`src/acfs_pkg.sv`:
```
// Shared constants and types of the conversion sequencer.
package acfs_pkg;
  localparam int DATA_W = 12;
  localparam int CH_W = 4;
  localparam int FIFO_DEPTH = 8;
  localparam int PTR_W = 3;
  localparam int CNT_W = 4;
  localparam int IDX_W = 2;
  localparam int IRQ_W = 3;

  // Byte offsets of the register window.
  localparam logic [7:0] REG_CFG = 8'h00;
  localparam logic [7:0] REG_CMD = 8'h04;
  localparam logic [7:0] REG_FIFO = 8'h08;
  localparam logic [7:0] REG_STATUS = 8'h0C;
  localparam logic [7:0] REG_SINGLE = 8'h10;
  localparam logic [7:0] REG_IRQ_ST = 8'h14;
  localparam logic [7:0] REG_IRQ_MASK = 8'h18;

  // Command register fields.
  localparam int CMD_CODE_LSB = 0;
  localparam int CMD_CH_LSB = 4;

  // Interrupt status bit positions.
  localparam int IRQ_DONE = 0;
  localparam int IRQ_THR = 1;
  localparam int IRQ_REFUSE = 2;

  // Status register bit positions.
  localparam int ST_CNT_LSB = 0;
  localparam int ST_HOLD = 4;
  localparam int ST_BUSY = 5;
  localparam int ST_CHAN_OK = 6;
  localparam int ST_PD = 7;
  localparam int ST_SGL_VALID = 8;
  localparam int ST_IDX_LSB = 9;
  localparam int ST_CH_LSB = 12;

  // Conversion length in link clock rising edges.
  localparam logic [4:0] CONV_SCLKS = 5'h0E;
  // Reset configuration: single shot, threshold eight, one-entry sequence.
  localparam logic [23:0] CFG_RST = 24'h00001C;

  typedef enum logic [1:0] {
    MODE_SINGLE = 2'b00,
    MODE_REPEAT = 2'b01,
    MODE_SWEEP = 2'b10,
    MODE_RSWEEP = 2'b11
  } acfs_mode_t;

  typedef enum logic [3:0] {
    CMD_NOP = 4'h0,
    CMD_SELECT = 4'h1,
    CMD_CONVERT = 4'h2,
    CMD_PWRDN = 4'h3
  } acfs_cmd_t;

  typedef struct packed {
    logic [15:0] seq;
    logic auto_pd;
    logic [1:0] seq_len_m1;
    logic [2:0] thr_m1;
    acfs_mode_t mode;
  } acfs_cfg_t;

  typedef struct packed {
    logic [CH_W-1:0] ch;
    logic [DATA_W-1:0] data;
  } acfs_entry_t;
endpackage

```
`src/acfs_core.sv`:
```
// Conversion mode sequencer with result FIFO and Wishbone registers.
`timescale 1ns/1ps

module acfs_core
  import acfs_pkg::*;
(
  // Clock and reset.
  input wire logic clk_i,
  input wire logic rst_i,
  // Wishbone slave.
  input wire logic wb_cyc_i,
  input wire logic wb_stb_i,
  input wire logic wb_we_i,
  input wire logic [7:0] wb_adr_i,
  input wire logic [3:0] wb_sel_i,
  input wire logic [31:0] wb_dat_i,
  output logic [31:0] wb_dat_o,
  output logic wb_ack_o,
  // Link pins, asynchronous to clk_i.
  input wire logic sclk_i,
  input wire logic cs_n_i,
  input wire logic conversion_start_pin_n_i,
  input wire logic pd_n_i,
  // Converter core.
  input wire logic [acfs_pkg::DATA_W-1:0] adc_data_i,
  output logic [acfs_pkg::CH_W-1:0] ch_sel_o,
  output logic eoc_o,
  output logic powerdown_o,
  output logic irq_o
);
  import acfs_pkg::*;

  typedef enum logic [0:0] {
    ST_IDLE = 1'b0,
    ST_CONV = 1'b1
  } acfs_state_t;

  function automatic logic [31:0] apply_sel(input logic [31:0] old_v,
                                            input logic [31:0] new_v,
                                            input logic [3:0] sel);
    logic [31:0] r;
    r = old_v;
    for (int b = 0; b < 4; b++) begin
      if (sel[b]) begin
        r[b*8 +: 8] = new_v[b*8 +: 8];
      end
    end
    return r;
  endfunction

  function automatic logic [CH_W-1:0] seq_ch(input logic [15:0] seq,
                                             input logic [IDX_W-1:0] idx);
    return seq[idx*CH_W +: CH_W];
  endfunction

  // Pin synchronisers: bit 0 link clock, 1 chip select, 2 start, 3 power down.
  logic [3:0] s1_ff, s2_ff, s3_ff, filt_ff;
  logic [3:0] nxt_filt;

  always_comb begin
    nxt_filt = (~(s2_ff ^ s3_ff) & s3_ff) | ((s2_ff ^ s3_ff) & filt_ff);
  end

  always_ff @(posedge clk_i) begin
    if (rst_i) begin
      s1_ff <= 4'hF;
      s2_ff <= 4'hF;
      s3_ff <= 4'hF;
      filt_ff <= 4'hF;
    end else begin
      s1_ff <= {pd_n_i, conversion_start_pin_n_i, cs_n_i, sclk_i};
      s2_ff <= s1_ff;
      s3_ff <= s2_ff;
      filt_ff <= nxt_filt;
    end
  end

  // Core state.
  acfs_state_t state_ff, nxt_state;
  acfs_cfg_t cfg_ff, nxt_cfg;
  acfs_entry_t fifo_ff [FIFO_DEPTH];
  acfs_entry_t nxt_fifo [FIFO_DEPTH];
  acfs_entry_t sgl_ff, nxt_sgl;
  logic [PTR_W-1:0] wr_ptr_ff, nxt_wr_ptr, rd_ptr_ff, nxt_rd_ptr;
  logic [CNT_W-1:0] cnt_ff, nxt_cnt;
  logic [IDX_W-1:0] idx_ff, nxt_idx;
  logic [4:0] sclk_cnt_ff, nxt_sclk_cnt;
  logic [CH_W-1:0] sel_ch_ff, nxt_sel_ch, conv_ch_ff, nxt_conv_ch;
  logic hold_ff, nxt_hold, chan_ok_ff, nxt_chan_ok;
  logic sgl_valid_ff, nxt_sgl_valid, sw_pd_ff, nxt_sw_pd;
  logic [IRQ_W-1:0] irq_st_ff, nxt_irq_st, irq_mask_ff, nxt_irq_mask;
  logic ack_ff, nxt_ack;
  logic [31:0] dat_ff, nxt_dat;

  // Decoded events, also watched by the checks below.
  logic wb_go, wr_cfg, cmd_wr, trig, pop, push, start, refuse, hw_pd;
  logic sclk_rise, cs_fall, cst_fall;
  acfs_cmd_t cmd_code;
  logic [31:0] wtmp;
  logic [CNT_W-1:0] thr;
  logic [IRQ_W-1:0] ev;
  logic sweep;

  always_comb begin
    nxt_state = state_ff;
    nxt_cfg = cfg_ff;
    nxt_fifo = fifo_ff;
    nxt_sgl = sgl_ff;
    nxt_wr_ptr = wr_ptr_ff;
    nxt_rd_ptr = rd_ptr_ff;
    nxt_cnt = cnt_ff;
    nxt_idx = idx_ff;
    nxt_sclk_cnt = sclk_cnt_ff;
    nxt_sel_ch = sel_ch_ff;
    nxt_conv_ch = conv_ch_ff;
    nxt_hold = hold_ff;
    nxt_chan_ok = chan_ok_ff;
    nxt_sgl_valid = sgl_valid_ff;
    nxt_sw_pd = sw_pd_ff;
    nxt_irq_mask = irq_mask_ff;
    nxt_dat = dat_ff;
    ev = '0;
    refuse = 1'b0;
    start = 1'b0;
    push = 1'b0;
    wtmp = 32'h0000_0000;

    sclk_rise = nxt_filt[0] & ~filt_ff[0];
    cs_fall = ~nxt_filt[1] & filt_ff[1];
    cst_fall = ~nxt_filt[2] & filt_ff[2];
    sweep = cfg_ff.mode[1];
    thr = {1'b0, cfg_ff.thr_m1} + 4'h1;

    // The answer is registered, so a request is served one edge after it
    // appears and the bus needs one idle cycle between requests.
    wb_go = wb_cyc_i & wb_stb_i & ~ack_ff;
    nxt_ack = wb_go;
    wr_cfg = wb_go & wb_we_i & (wb_adr_i == REG_CFG);
    cmd_wr = wb_go & wb_we_i & (wb_adr_i == REG_CMD) & wb_sel_i[0];
    cmd_code = acfs_cmd_t'(wb_dat_i[CMD_CODE_LSB +: 4]);
    pop = wb_go & ~wb_we_i & (wb_adr_i == REG_FIFO) & (cnt_ff != 4'h0);
    trig = cs_fall | cst_fall | (cmd_wr & (cmd_code == CMD_CONVERT));

    // Reads; a FIFO read hands back the oldest entry.
    if (wb_go & ~wb_we_i) begin
      unique case (wb_adr_i)
        REG_CFG: nxt_dat = {8'h00, cfg_ff};
        REG_FIFO: nxt_dat = pop ? {16'h0000, fifo_ff[rd_ptr_ff]} :
                                  32'h0000_0000;
        REG_STATUS: begin
          nxt_dat = 32'h0000_0000;
          nxt_dat[ST_CNT_LSB +: CNT_W] = cnt_ff;
          nxt_dat[ST_HOLD] = hold_ff;
          nxt_dat[ST_BUSY] = (state_ff == ST_CONV);
          nxt_dat[ST_CHAN_OK] = chan_ok_ff;
          nxt_dat[ST_PD] = powerdown_o;
          nxt_dat[ST_SGL_VALID] = sgl_valid_ff;
          nxt_dat[ST_IDX_LSB +: IDX_W] = idx_ff;
          nxt_dat[ST_CH_LSB +: CH_W] = sel_ch_ff;
        end
        REG_SINGLE: begin
          nxt_dat = {16'h0000, sgl_ff};
          nxt_sgl_valid = 1'b0;
        end
        REG_IRQ_ST: nxt_dat = {29'h0, irq_st_ff};
        REG_IRQ_MASK: nxt_dat = {29'h0, irq_mask_ff};
        default: nxt_dat = 32'h0000_0000;
      endcase
    end

    if (pop) begin
      nxt_rd_ptr = rd_ptr_ff + 3'h1;
      nxt_cnt = cnt_ff - 4'h1;
      if (cnt_ff == 4'h1) begin
        // Draining releases the hold; sweeps resume from the first entry.
        nxt_hold = 1'b0;
        nxt_idx = '0;
      end
    end

    if (wb_go & wb_we_i & (wb_adr_i == REG_IRQ_MASK)) begin
      wtmp = apply_sel({29'h0, irq_mask_ff}, wb_dat_i, wb_sel_i);
      nxt_irq_mask = wtmp[IRQ_W-1:0];
    end

    // Select and power down commands are refused while the FIFO is held.
    if (cmd_wr & (cmd_code == CMD_SELECT)) begin
      if (hold_ff) begin
        refuse = 1'b1;
      end else begin
        nxt_sel_ch = wb_dat_i[CMD_CH_LSB +: CH_W];
        nxt_chan_ok = 1'b1;
        nxt_sw_pd = 1'b0;
      end
    end
    if (cmd_wr & (cmd_code == CMD_PWRDN)) begin
      if (hold_ff | (state_ff == ST_CONV)) begin
        refuse = 1'b1;
      end else begin
        nxt_sw_pd = 1'b1;
      end
    end

    // Conversion triggers.
    if (trig) begin
      if ((state_ff == ST_CONV) | hw_pd) begin
        refuse = 1'b1;
      end else if (hold_ff & (cfg_ff.mode == MODE_SWEEP)) begin
        refuse = 1'b1;
      end else if (hold_ff & (cfg_ff.mode == MODE_RSWEEP)) begin
        nxt_cnt = 4'h0;
        nxt_rd_ptr = '0;
        nxt_wr_ptr = '0;
        nxt_idx = '0;
        nxt_hold = 1'b0;
        start = 1'b1;
      end else if (hold_ff) begin
        refuse = 1'b1;
      end else if (~sweep & ~chan_ok_ff) begin
        refuse = 1'b1;
      end else begin
        start = 1'b1;
      end
    end

    if (start) begin
      nxt_state = ST_CONV;
      nxt_sclk_cnt = 5'h00;
      nxt_sw_pd = 1'b0;
      nxt_conv_ch = sweep ? seq_ch(cfg_ff.seq, nxt_idx) : sel_ch_ff;
    end

    // Conversion counts link clock edges, then lands its result.
    if (state_ff == ST_CONV & sclk_rise) begin
      if (sclk_cnt_ff == CONV_SCLKS - 5'h01) begin
        nxt_state = ST_IDLE;
        ev[IRQ_DONE] = 1'b1;
        if (cfg_ff.mode == MODE_SINGLE) begin
          nxt_sgl = '{ch: conv_ch_ff, data: adc_data_i};
          nxt_sgl_valid = 1'b1;
        end else begin
          push = 1'b1;
        end
      end else begin
        nxt_sclk_cnt = sclk_cnt_ff + 5'h01;
      end
    end

    if (push) begin
      nxt_fifo[wr_ptr_ff] = '{ch: conv_ch_ff, data: adc_data_i};
      nxt_wr_ptr = wr_ptr_ff + 3'h1;
      nxt_cnt = nxt_cnt + 4'h1;
      nxt_idx = (idx_ff == cfg_ff.seq_len_m1) ? '0 : idx_ff + 2'h1;
      if (nxt_cnt == thr) begin
        nxt_hold = 1'b1;
        nxt_idx = '0;
        ev[IRQ_THR] = 1'b1;
      end
    end

    // A configuration write discards the FIFO and any channel selection.
    if (wr_cfg) begin
      wtmp = apply_sel({8'h00, cfg_ff}, wb_dat_i, wb_sel_i);
      nxt_cfg = acfs_cfg_t'(wtmp[23:0]);
      nxt_state = ST_IDLE;
      nxt_cnt = 4'h0;
      nxt_rd_ptr = '0;
      nxt_wr_ptr = '0;
      nxt_idx = '0;
      nxt_hold = 1'b0;
      nxt_chan_ok = 1'b0;
      nxt_sgl_valid = 1'b0;
    end

    ev[IRQ_REFUSE] = refuse;
    // A new event wins over a clear in the same cycle.
    if (wb_go & wb_we_i & (wb_adr_i == REG_IRQ_ST)) begin
      wtmp = apply_sel(32'h0000_0000, wb_dat_i, wb_sel_i);
    end
    nxt_irq_st = (irq_st_ff & ~wtmp[IRQ_W-1:0]) | ev;
    if (wr_cfg | (wb_go & wb_we_i & (wb_adr_i == REG_IRQ_MASK))) begin
      nxt_irq_st = irq_st_ff | ev;
    end
  end

  always_ff @(posedge clk_i) begin
    if (rst_i) begin
      state_ff <= ST_IDLE;
      cfg_ff <= acfs_cfg_t'(CFG_RST);
      for (int i = 0; i < FIFO_DEPTH; i++) begin
        fifo_ff[i] <= '0;
      end
      sgl_ff <= '0;
      wr_ptr_ff <= '0;
      rd_ptr_ff <= '0;
      cnt_ff <= '0;
      idx_ff <= '0;
      sclk_cnt_ff <= '0;
      sel_ch_ff <= '0;
      conv_ch_ff <= '0;
      hold_ff <= 1'b0;
      chan_ok_ff <= 1'b0;
      sgl_valid_ff <= 1'b0;
      sw_pd_ff <= 1'b0;
      irq_st_ff <= '0;
      irq_mask_ff <= '0;
      ack_ff <= 1'b0;
      dat_ff <= 32'h0000_0000;
    end else begin
      state_ff <= nxt_state;
      cfg_ff <= nxt_cfg;
      fifo_ff <= nxt_fifo;
      sgl_ff <= nxt_sgl;
      wr_ptr_ff <= nxt_wr_ptr;
      rd_ptr_ff <= nxt_rd_ptr;
      cnt_ff <= nxt_cnt;
      idx_ff <= nxt_idx;
      sclk_cnt_ff <= nxt_sclk_cnt;
      sel_ch_ff <= nxt_sel_ch;
      conv_ch_ff <= nxt_conv_ch;
      hold_ff <= nxt_hold;
      chan_ok_ff <= nxt_chan_ok;
      sgl_valid_ff <= nxt_sgl_valid;
      sw_pd_ff <= nxt_sw_pd;
      irq_st_ff <= nxt_irq_st;
      irq_mask_ff <= nxt_irq_mask;
      ack_ff <= nxt_ack;
      dat_ff <= nxt_dat;
    end
  end

  assign wb_ack_o = ack_ff;
  assign wb_dat_o = dat_ff;
  assign ch_sel_o = conv_ch_ff;
  // Kept outside the next-state process: the status read uses powerdown_o.
  assign hw_pd = ~filt_ff[3];
  assign eoc_o = (state_ff == ST_IDLE);
  // Auto power down idles the converter between conversions at no cost.
  assign powerdown_o = sw_pd_ff | hw_pd |
                       (cfg_ff.auto_pd & (state_ff == ST_IDLE));
  assign irq_o = |(irq_st_ff & irq_mask_ff);
endmodule

```
`config.mk`:
```
export PLATFORM = sky130hd
export DESIGN_NAME = acfs_core
export DESIGN_NICKNAME = d
export VERILOG_FILES = /design/src/acfs_pkg.sv /design/src/acfs_core.sv
export SDC_FILE = /design/constraint.sdc
export NUM_CORES = 1
export LEC_CHECK = 0
export ABC_AREA = 0
export BUFFER_PORTS_ARGS = -buffer_cell sky130_fd_sc_hd__buf_2
export CAP_MARGIN = 20
export CORE_ASPECT_RATIO = 2
export CORE_MARGIN = 5
export CORE_UTILIZATION = 55
export CTS_CLUSTER_SIZE = 20
export DETAILED_ROUTE_END_ITERATION = 16
export PLACE_DENSITY = 0.75
export SETUP_SLACK_MARGIN = 0.02
export SLEW_MARGIN = 15
export SYNTH_ARGS = -nofsm -noshare
export SYNTH_HDL_FRONTEND = slang
export SYNTH_SLANG_ARGS = --single-unit
```
`constraint.sdc`:
```
create_clock -name clk_i -period 7 [get_ports clk_i]
set_input_delay 1.05 -clock clk_i [delete_from_list [all_inputs] [get_ports clk_i]]
set_output_delay 1.05 -clock clk_i [all_outputs]
set_load 0.01 [all_outputs]
```
# ---- Word level (Yosys, flattened, before mapping)
# Index checks and enable logic that the tools add are counted.
dict set report word_totals {
  reg_bits 253
  latchBits 0
  ram_bits 0
  romBits 0
  in_bits 65
  wordCells 223
  n_memories 0
}
dict set report classes {
  addsub 7
  mul 0
  n_div 0
  n_lt_le_gt_ge 3
  n_eq_ne 17
  shifts 1
  muxes 89
  bitwise_logic 51
  n_reduce_logical 12
}
# operator n
set op_table {}
lappend op_table {{24-bit one-hot mux with 6 select lines} 1}
lappend op_table {{128-bit bitwise mux} 1}
lappend op_table {{16-bit two-way mux} 4}
lappend op_table {{16-bit binary-select mux with 3-bit select} 1}
lappend op_table {{16-bit demux with 3-bit select} 1}
lappend op_table {{3-bit two-way mux} 16}
lappend op_table {{1-bit two-way mux} 43}
lappend op_table {{4-bit two-way mux} 7}
lappend op_table {{8-bit by 5-bit == test with 1-bit output, second input constant} 3}
lappend op_table {{8-bit two-way mux} 3}
lappend op_table {{1-bit bitwise AND} 22}
lappend op_table {{2-bit two-way mux} 9}
lappend op_table {{8-bit by 4-bit == test with 1-bit output, second input constant} 2}
lappend op_table {{16-bit by 5-bit indexed part select with 4-bit output} 1}
lappend op_table {{5-bit two-way mux} 3}
lappend op_table {{1-bit inverter} 10}
lappend op_table {{4-bit bitwise AND} 2}
lappend op_table {{4-bit by 1-bit == test with 1-bit output, second input constant} 2}
lappend op_table {{4-bit by 2-bit == test with 1-bit output, second input constant} 2}
lappend op_table {{8-bit by 3-bit == test with 1-bit output, second input constant} 1}
lappend op_table {{4-bit greater-or-equal comparator, second input constant} 2}
lappend op_table {{8-bit logical NOT} 1}
lappend op_table {{3-bit inverter with 4-bit output} 2}
lappend op_table {{1-bit bitwise OR} 7}
lappend op_table {{other kinds (27)} 34}

# ---- Depth between registers and ports, before layout
# Gate-level depths: netlist (run 1).
dict set report logic_depth {
  word_depth 17
  mapped_depth 15
}

# ---- Worst setup path before layout (run 1)
# OpenSTA, ideal clock, no wires.
dict set report synth_path {
  path_kind {in2reg}
  startpoint {input wb_adr_i[5]}
  endpoint {register hold_ff}
  setup_ps 117
  t_arrival_ps 3538
  path_slack_ps 3345
  cell_stages 14
  cell_sequence {nor4_4 > and4_1 > clkbuf_1 > nand2_1 > xnor2_1 > nor2_1 > ha_1 > xor2_1 > xnor2_1 > xor2_1 > nor3b_1 > a211oi_2 > nor2_2 > a22o_1}
}
dict set report synth_between {
  elab_chain_cells 12
  elab_cells_between_ends 25
  classes_between {1 x add/sub; 3 x eq/ne; 12 x mux; 7 x bitwise; 2 x reduce/logical}
}
# item line
set synth_rtl {}
lappend synth_rtl {{from (decl)} acfs_core.sv:14} ;# input wire logic [7:0] wb_adr_i,
lappend synth_rtl {{8-bit by 4-bit == test with 1-bit output} acfs_core.sv:141} ;# pop = wb_go & ~wb_we_i & (wb_adr_i == REG_FIFO) & (cnt_ff != 4'h0);
lappend synth_rtl {{1-bit bitwise AND (2 in series)} acfs_core.sv:141}
lappend synth_rtl {{4-bit two-way mux} acfs_core.sv:171} ;# if (pop) begin
lappend synth_rtl {{4-bit two-way mux} acfs_core.sv:210} ;# end else if (hold_ff & (cfg_ff.mode == MODE_RSWEEP)) begin
lappend synth_rtl {{4-bit two-way mux} acfs_core.sv:208} ;# end else if (hold_ff & (cfg_ff.mode == MODE_SWEEP)) begin
lappend synth_rtl {{4-bit two-way mux} acfs_core.sv:206} ;# if ((state_ff == ST_CONV) | hw_pd) begin
lappend synth_rtl {{4-bit two-way mux} acfs_core.sv:205} ;# if (trig) begin
lappend synth_rtl {{4-bit by 1-bit adder with 4-bit output} acfs_core.sv:252} ;# nxt_cnt = nxt_cnt + 4'h1;
lappend synth_rtl {{4-bit == test} acfs_core.sv:254} ;# if (nxt_cnt == thr) begin
lappend synth_rtl {{1-bit two-way mux} acfs_core.sv:254}
lappend synth_rtl {{1-bit two-way mux} acfs_core.sv:249} ;# if (push) begin
lappend synth_rtl {{to (signal assigned)} acfs_core.sv:321} ;# hold_ff <= nxt_hold;
lappend synth_rtl {{to (decl)} acfs_core.sv:89} ;# logic hold_ff, nxt_hold, chan_ok_ff, nxt_chan_ok;
# Several ways; a longest one is shown, not always the timed one.
# A chain may end at the register's enable or synchronous reset.

# ---- Worst setup path in the final report (run 1)
dict set report layout_path {
  startpoint {input wb_we_i}
  endpoint {register idx_ff[1]}
}
dict set report layout_between {
  elab_chain_cells 13
  elab_cells_between_ends 25
  classes_between {1 x add/sub; 1 x eq/ne; 12 x mux; 10 x bitwise; 1 x reduce/logical}
}
# item line
set layout_rtl {}
lappend layout_rtl {{from (decl)} acfs_core.sv:13} ;# input wire logic wb_we_i,
lappend layout_rtl {{1-bit inverter} acfs_core.sv:141}
lappend layout_rtl {{1-bit bitwise AND (3 in series)} acfs_core.sv:141}
lappend layout_rtl {{4-bit two-way mux} acfs_core.sv:171}
lappend layout_rtl {{4-bit two-way mux} acfs_core.sv:210}
lappend layout_rtl {{4-bit two-way mux} acfs_core.sv:208}
lappend layout_rtl {{4-bit two-way mux} acfs_core.sv:206}
lappend layout_rtl {{4-bit two-way mux} acfs_core.sv:205}
lappend layout_rtl {{4-bit by 1-bit adder with 4-bit output} acfs_core.sv:252}
lappend layout_rtl {{4-bit == test} acfs_core.sv:254}
lappend layout_rtl {{2-bit two-way mux} acfs_core.sv:254}
lappend layout_rtl {{2-bit two-way mux} acfs_core.sv:249}
lappend layout_rtl {{to (signal assigned)} acfs_core.sv:317} ;# idx_ff <= nxt_idx;
lappend layout_rtl {{to (decl)} acfs_core.sv:86} ;# logic [IDX_W-1:0] idx_ff, nxt_idx;
# Several ways; a longest one is shown, not always the timed one.

==> impl_metrics.json, run 1 <==
{
  "yosysTopAreaCell": "sky130_fd_sc_hd__dfxtp_1",
  "maxClockFrequency_mhz": 226,
  "placement_rows": 72,
  "p_per_area_mw_per_mm2": 224,
  "initialDrtViolationCount": 712,
  "routed-via-count": 9275,
  "number_of_antenna_violations_at_the_first_check_in_global_routing": 0,
  "clock_tree.buffer_depth": 3,
  "synthDominantCellAreaShare_pct": 45.3,
  "globalRoute.busiestLayer": "met2",
  "worstPathArrival_ns": 4.79,
  "post_dp_cell_area_sq_mm": 0.0113,
  "setup-violations-final": 0,
  "drv_slew": 0,
  "ioPinCount": 105,
  "critical-path-max-stage-delay_ns": 0.70,
  "ant_nets": 0,
  "syn-mean-instance-area_sq_um": 8.39,
  "grt_use_met3_pct": 2.92,
  "wl_per_cell_microns": 19.5,
  "die_area_sq_mm": 0.0228,
  "path_class": "input port to register",
  "hold_class": "register to register",
  "post_cts.resized_instances": 0,
  "postCtsSetupRepairBufs": 0,
  "synth_top_flop_cell": "sky130_fd_sc_hd__dfxtp_1",
  "grt_setup_unrepaired": "false",
  "most-common-layout-cells": "sky130_fd_sc_hd__nand2_1, sky130_fd_sc_hd__dfxtp_1, sky130_fd_sc_hd__a21oi_1",
  "final.period_utilization_pct": 63.1,
  "syn2layout_area_growth_pct": 10.8,
  "timing_hold_violations_final": 0,
  "setup_tns_ns": 0,
  "crit_path_end_kind": "register",
  "drive_above_1_share_pct": 14.4,
  "reg2reg_setup_slack_ns": 2.89,
  "utilization_pct": 61.9,
  "cts_inserted_buffers": 22,
  "number_of_max_capacitance_violations_reported": 0,
  "static-leakage-power_nw": 4.27,
  "via_per_inst": 5.87,
  "detailed_place_hpwl_microns": 21300,
  "core_region_area_sq_mm": 0.0194,
  "finish.instance_area_sq_mm": 0.0120,
  "met2_track_usage_gr_pct": 49.7,
  "number_of_enable_flip_flop_cells_after_synthesis": 0,
  "fin_nets": 1383,
  "die_width_microns": 109,
  "timing.critical_path.cells": "buf_2 -> and4bb_1 -> and4_1 -> nand2_1 -> xnor2_1 -> nor2_1 -> ha_1 -> xor2_1 -> xnor2_1 -> xor2_1 -> nor3b_1 -> a211oi_2 -> nor2_2 -> o41ai_2",
  "largest_net_degree_at_the_start_of_global_routing": 79,
  "finalWirelength_microns": 30800,
  "cts_tree": "done",
  "ys_async_sr_fraction_pct": 0,
  "clk_pin_slew_worst_paths_ns": 0.07,
  "synth-seq-cells": 245,
  "seq_area_sq_mm": 0.00491,
  "n_antenna_cell": 0,
  "i_o_buffers": 87,
  "synth_cell_types": 58,
  "total_power_mw": 2.68,
  "ranking_of_synthesized_cells_by_area": "sky130_fd_sc_hd__dfxtp_1, sky130_fd_sc_hd__nand2_1, sky130_fd_sc_hd__a21oi_1",
  "tritoncts_num_sinks": 245,
  "gr-usage-met1_pct": 28.4,
  "worst_slew_margin_pct": 21.3,
  "cts.hold.buffers_added": 0,
  "crit_fanout": 20,
  "gp_routability_congestion": 0.966,
  "syn_area_sq_mm": 0.0108,
  "maximum_clock_skew_at_final_layout_ns": 0.0127,
  "synthCells": 1290,
  "worst_ep_required_time_ns": 7.37,
  "gr-total-overflow": 0,
  "worst_pin_slew_ns": 1.18,
  "largest_voltage_drop_on_the_vdd_net_v": 0.000206,
  "cts_max_level": 1,
  "synthesis.yosys.warnings": 0,
  "startpoint_type": "input port",
  "floorplan.initialDensity_pct": 55.9,
  "root_buffer": "sky130_fd_sc_hd__clkbuf_16",
  "drtPass1Iterations": 5,
  "clock_insertion_delay_worst_skew_ns": 0.52,
  "grt.total_usage_pct": 26.9,
  "first_pass_grt_wire_length_microns": 48100,
  "mostFrequentLayoutCell": "sky130_fd_sc_hd__nand2_1",
  "die_y_microns": 208,
  "synth.yosys.seq_area_share_pct": 45.3,
  "multi_input_comb_area_sq_mm": 0.00546,
  "first_global_vias": 9223,
  "post_layout_minimum_cycle_time_ns": 4.42,
  "drc_errors": 0,
  "cp_slowest_cell": "sky130_fd_sc_hd__and4bb_1",
  "final.hold.worst_slack_ns": 0.414,
  "layout.filler_cells": 1751,
  "run_status": "completed"
}
-- path summary, 6_finish.rpt --
check,from,endpoint,depth (start not counted)
setup reg to reg,wb_ack_o$_SDFF_PP0_,idx_ff[1]$_SDFF_PP0_,13
hold / removal,s1_ff[1]$_SDFF_PP1_,s2_ff[1]$_SDFF_PP1_,1
setup / recovery,wb_we_i,idx_ff[1]$_SDFF_PP0_,14
hold reg to reg,s1_ff[1]$_SDFF_PP1_,s2_ff[1]$_SDFF_PP1_,1
-- kinds of logic (layout without fill, tap and decap cells) --
group,Yosys count,count (layout),synth area share [%]
flip-flops,245,245,45.3
XOR/XNOR,14,14,1.13
AO/OA/AOI/OAI,273,273,14.4
other,1,8,0.0346
AND/OR/NAND/NOR,537,537,21.5
buffers and inverters,123,148,4.68
adder cells (fa/ha/maj),8,8,0.925
multiplexers,89,89,11.9
-- registers in the layout, indices dropped and copies added, names as in the netlist, 2 cells and up, named ones only --
register,count
s2_ff,4
irq_mask_ff,3
ch_sel_o,4
idx_ff,2
cnt_ff,4
s1_ff,4
wb_dat_o,24
irq_st_ff,3
sclk_cnt_ff,5
rd_ptr_ff,3
fifo_ff,128
cfg_ff,24
s3_ff,4
filt_ff,3
wr_ptr_ff,3
sgl_ff,16
sel_ch_ff,4
-- final cells by class --
type	count	share of cell area, %
inverter	12	0.376
multi-input combinational	929	45.6
sequential	245	40.9
timing repair buffer	100	4.50
clock buffer	33	5.53
tap	259	2.70
clock inverter	3	0.397
-- metrics by stage --
step / std cells / setup WS [ns]
after CTS: 1581 / 2.64
after global routing: 1581 / 2.36
final: 1581 / 2.58
after detailed placement: 1545 / 2.13
after floorplan: 1297 / 3.35
after global placement: 1545 / 2.16
-- report_power, final --
part / leakage [nW] / total, mW / switching, mW / internal, mW
Clock: 0.348 / 1.21 / 0.520 / 0.690
Sequential: 1.98 / 1.40 / 0.00194 / 1.40
Combinational: 1.94 / 0.0746 / 0.0549 / 0.0197
Total: 4.27 / 2.68 / 0.577 / 2.11
-- synth_stat cells (7+ instances only) --
master                     number
sky130_fd_sc_hd__a21oi_1      184
sky130_fd_sc_hd__a222oi_1      13
sky130_fd_sc_hd__a22oi_1       17
sky130_fd_sc_hd__buf_2          9
sky130_fd_sc_hd__buf_4          9
sky130_fd_sc_hd__clkbuf_1      89
sky130_fd_sc_hd__dfxtp_1      245
sky130_fd_sc_hd__ha_1           8
sky130_fd_sc_hd__inv_1         12
sky130_fd_sc_hd__mux2i_1       57
sky130_fd_sc_hd__mux4_2        32
sky130_fd_sc_hd__nand2_1      337
sky130_fd_sc_hd__nand3_1       26
sky130_fd_sc_hd__nor2_1        93
sky130_fd_sc_hd__nor3_1         8
sky130_fd_sc_hd__o21ai_0       27
sky130_fd_sc_hd__o21ai_1        8
sky130_fd_sc_hd__or2_2         13
sky130_fd_sc_hd__xnor2_1        7
sky130_fd_sc_hd__xor2_1         7
-- per-layer routing --
layer,up-vias,wire [microns]
met4,0,1820
li1,4441,-
met5,-,0
met3,96,1640
met2,303,16600
met1,4435,10800
-- worst max-delay path, delay by kind of cell --
| kind | cells | cell delay (ns) |
|---|---|---|
| XOR/XNOR | 4 | 0.82 |
| AO/OA/AOI/OAI | 2 | 0.19 |
| buffers and inverters | 1 | 0.11 |
| adder cells (fa/ha/maj) | 1 | 0.25 |
| AND/OR/NAND/NOR | 6 | 2.36 |
Note: power is estimated with default switching activity, not from simulation.
==> run 2: changes to the inputs <==
--- a/config.mk
+++ b/config.mk
@@ -5,15 +5,15 @@
 export SDC_FILE = /design/constraint.sdc
 export NUM_CORES = 1
 export LEC_CHECK = 0
-export ABC_AREA = 0
+export ABC_AREA = 1
 export BUFFER_PORTS_ARGS = -buffer_cell sky130_fd_sc_hd__buf_2
 export CAP_MARGIN = 20
 export CORE_ASPECT_RATIO = 2
 export CORE_MARGIN = 5
-export CORE_UTILIZATION = 55
+export CORE_UTILIZATION = 54
 export CTS_CLUSTER_SIZE = 20
 export DETAILED_ROUTE_END_ITERATION = 16
-export PLACE_DENSITY = 0.75
+export PLACE_DENSITY = 0.77
 export SETUP_SLACK_MARGIN = 0.02
 export SLEW_MARGIN = 15
 export SYNTH_ARGS = -nofsm -noshare
==> constraint.sdc (replaced) <==
create_clock -name clk_i -period 3.71 [get_ports clk_i]
set_input_delay 0.5565 -clock clk_i [delete_from_list [all_inputs] [get_ports clk_i]]
set_output_delay 0.5565 -clock clk_i [all_outputs]
set_load 0.01 [all_outputs]
==> impl_metrics.json, run 2 <==
{
  "maxClockFrequency_mhz": 367,
  "worst_slack_ns": 0.984,
  "core_region_area_sq_mm": 0.0204,
  "wl_per_cell_microns": 16.1,
  "critical-path-max-stage-delay_ns": 0.36,
  "met3_length_microns": 1370,
  "top_metal_layer_carrying_routed_signals": "met4",
  "ioPinCount": 105,
  "die_y_microns": 213,
  "via_per_inst": 5.49,
  "number_of_max_capacitance_violations_reported": 0,
  "hold_class": "input port to register",
  "setup-violations-final": 0,
  "grt.total_usage_pct": 24.9,
  "flip_flop_count_of_the_largest_register_after_layout": 128,
  "yosysTopAreaCell": "sky130_fd_sc_hd__dfxtp_1",
  "cp_slowest_cell": "sky130_fd_sc_hd__dfxtp_1",
  "crit_fanout": 5,
  "synthDominantCellAreaShare_pct": 44.2,
  "path_class": "register to register",
  "timing.critical_path.cells": "inv_1 -> ha_1 -> nand2_1 -> inv_1 -> nor2_2 -> nand2_2 -> nand2_1 -> nand2_2 -> nand2_1 -> inv_2 -> ha_1 -> xnor2_1 -> nand2_1 -> nor2_1 -> nand3_1 -> nor2_2 -> nand2_1 -> a21oi_1",
  "gr-total-overflow": 0,
  "cts_inserted_buffers": 22,
  "pre_cts_slack_ns": 0.823,
  "post_dp_cell_area_sq_mm": 0.0116,
  "synth_cell_types": 44,
  "startpoint_type": "register",
  "i_o_buffers": 87,
  "final.period_utilization_pct": 73.5,
  "worst_pin_slew_ns": 0.713,
  "drv_slew": 0,
  "synthCells": 1537,
  "synth.top_cells.by_count": "sky130_fd_sc_hd__dfxtp_1, sky130_fd_sc_hd__o21ai_0, sky130_fd_sc_hd__a21oi_1",
  "postCtsSetupRepairBufs": 0,
  "drtPass1Iterations": 5,
  "static-leakage-power_nw": 4.72,
  "first_pass_grt_wire_length_microns": 48500,
  "length_of_routed_wiring_on_met1_microns": 11200,
  "root_buffer": "sky130_fd_sc_hd__clkbuf_16",
  "placement_rows": 74,
  "met2WireLength_microns": 15800,
  "synth_top_flop_cell": "sky130_fd_sc_hd__dfxtp_1",
  "largest_net_degree_at_the_start_of_global_routing": 113,
  "grt_setup_unrepaired": "false",
  "gp_routability_congestion": 0.933,
  "total_power_mw": 5.20,
  "finish.cell_count_without_fillers": 1855,
  "synth.yosys.seq_area_share_pct": 44.2,
  "syn_area_sq_mm": 0.0111,
  "number_of_enable_flip_flop_cells_after_synthesis": 0,
  "worst_slew_margin_pct": 52.3,
  "ys_async_sr_fraction_pct": 0,
  "post_cts.resized_instances": 0,
  "syn2layout_area_growth_pct": 11.1,
  "number_of_antenna_violations_at_the_first_check_in_global_routing": 1,
  "synthesis.yosys.warnings": 0,
  "cts_tree": "done",
  "finish.instance_area_sq_mm": 0.0123,
  "floorplan.initialDensity_pct": 54.4,
  "fin_nets": 1647,
  "cts.hold.buffers_added": 0,
  "finalWirelength_microns": 29900,
  "clock_insertion_delay_worst_skew_ns": 0.52,
  "ant_nets": 0,
  "die_width_microns": 111,
  "mostFrequentLayoutCell": "sky130_fd_sc_hd__dfxtp_1",
  "post_layout_minimum_cycle_time_ns": 2.73,
  "initialDrtViolationCount": 499,
  "drive_above_1_share_pct": 12.2,
  "synthMostInstantiatedCell": "sky130_fd_sc_hd__dfxtp_1",
  "reg2reg_setup_slack_ns": 0.98,
  "worstPathArrival_ns": 3.18,
  "crit_path_end_kind": "register",
  "most-common-layout-cells": "sky130_fd_sc_hd__dfxtp_1, sky130_fd_sc_hd__o21ai_0, sky130_fd_sc_hd__a21oi_1",
  "routed-via-count": 10185,
  "die_area_sq_mm": 0.0237,
  "timing_hold_violations_final": 0,
  "first_global_vias": 9745,
  "largest_voltage_drop_on_the_vdd_net_v": 0.000559,
  "worst_path_most_repeated_cell": "sky130_fd_sc_hd__nand2_1",
  "top_register": "fifo_ff",
  "maximum_clock_skew_at_final_layout_ns": 0.0198,
  "p_per_area_mw_per_mm2": 422,
  "syn-mean-instance-area_sq_um": 7.21,
  "clock_tree.buffer_depth": 3,
  "synth-seq-cells": 245,
  "post_place_cells": 1816,
  "cts_max_level": 1,
  "ranking_of_synthesized_cells_by_area": "sky130_fd_sc_hd__dfxtp_1, sky130_fd_sc_hd__o21ai_0, sky130_fd_sc_hd__a21oi_1",
  "worst_ep_required_time_ns": 4.16,
  "drc_errors": 0,
  "setup_tns_ns": 0,
  "run_status": "completed",
  "detailed_place_hpwl_microns": 20800,
  "layout.filler_cells": 1941,
  "clk_pin_slew_worst_paths_ns": 0.07,
  "tritoncts_num_sinks": 245
}
==> run 2: cell count changes in the layout (fill, tap and decap cells not counted), sizes merged, moves of 37 or more <==
cell / change
o21ai: +226
nand3: +37
nor2: +72
mux2i: -57
inv: +179
nand2: -145
==> run 2: kinds of logic after synthesis <==
| family | synth area share [%] |
|---|---|
| AO/OA/AOI/OAI | 25.9 |
| XOR/XNOR | 0.711 |
| adder cells (fa/ha/maj) | 0.903 |
| buffers and inverters | 10.7 |
| flip-flops | 44.2 |
| other | 0.0338 |
| AND/OR/NAND/NOR | 17.5 |
==> run 2: worst paths after layout <==
| check | depth (start not counted) | from | endpoint |
|---|---|---|---|
| max | 18 | cnt_ff[0]$_SDFF_PP0_ | irq_st_ff[1]$_SDFF_PP0_ |
| min | 2 | sclk_i | s1_ff[0]$_SDFF_PP1_ |
| max reg2reg | 18 | cnt_ff[0]$_SDFF_PP0_ | irq_st_ff[1]$_SDFF_PP0_ |
| min reg2reg | 1 | s1_ff[3]$_SDFF_PP1_ | s2_ff[3]$_SDFF_PP1_ |
==> run 2: stage by stage <==
stage,hold slack [ns],util (%)
final,0.220,60.5
after global routing,0.223,60.5
after CTS,0.206,60.5
after detailed placement,0.395,56.8
after global placement,0.393,56.8
after floorplan,0.389,-
==> run 2: report_power, final <==
group | internal [mW] | switching [mW] | leakage (nW) | total (mW)
Combinational | 0.0560 | 0.120 | 2.38 | 0.176
Clock | 1.39 | 0.995 | 0.365 | 2.38
Sequential | 2.64 | 0.00444 | 1.98 | 2.64
==> run 2: area by class of cell <==
type,instances,area (sq um),share of cell area (%)
Sequential cell,245,4900,39.8
Inverter,191,722,5.86
Antenna cell,1,2.50,0.0203
Tap cell,266,333,2.70
Multi-Input combinational cell,1008,5020,40.8
Clock inverter,7,116,0.945
Timing Repair Buffer,106,591,4.79
Clock buffer,31,626,5.08
==> run 2: metal layers <==
layer	global-route usage, %	up-vias
met2	46.9	296
met5	0	-
met1	27.1	4659
li1	-	5141
met3	2.50	89
met4	13.4	0
==> run 2: critical path: cells and delay by family (launching register included) <==
family	cells	cell delay [ns]
buffers and inverters	3	0.25
DFF	1	0.36
AOI/OAI and AO/OA	1	0.13
adders and majority gates	2	0.53
and+or+nand+nor	11	1.23
xor gates and xnor gates	1	0.15
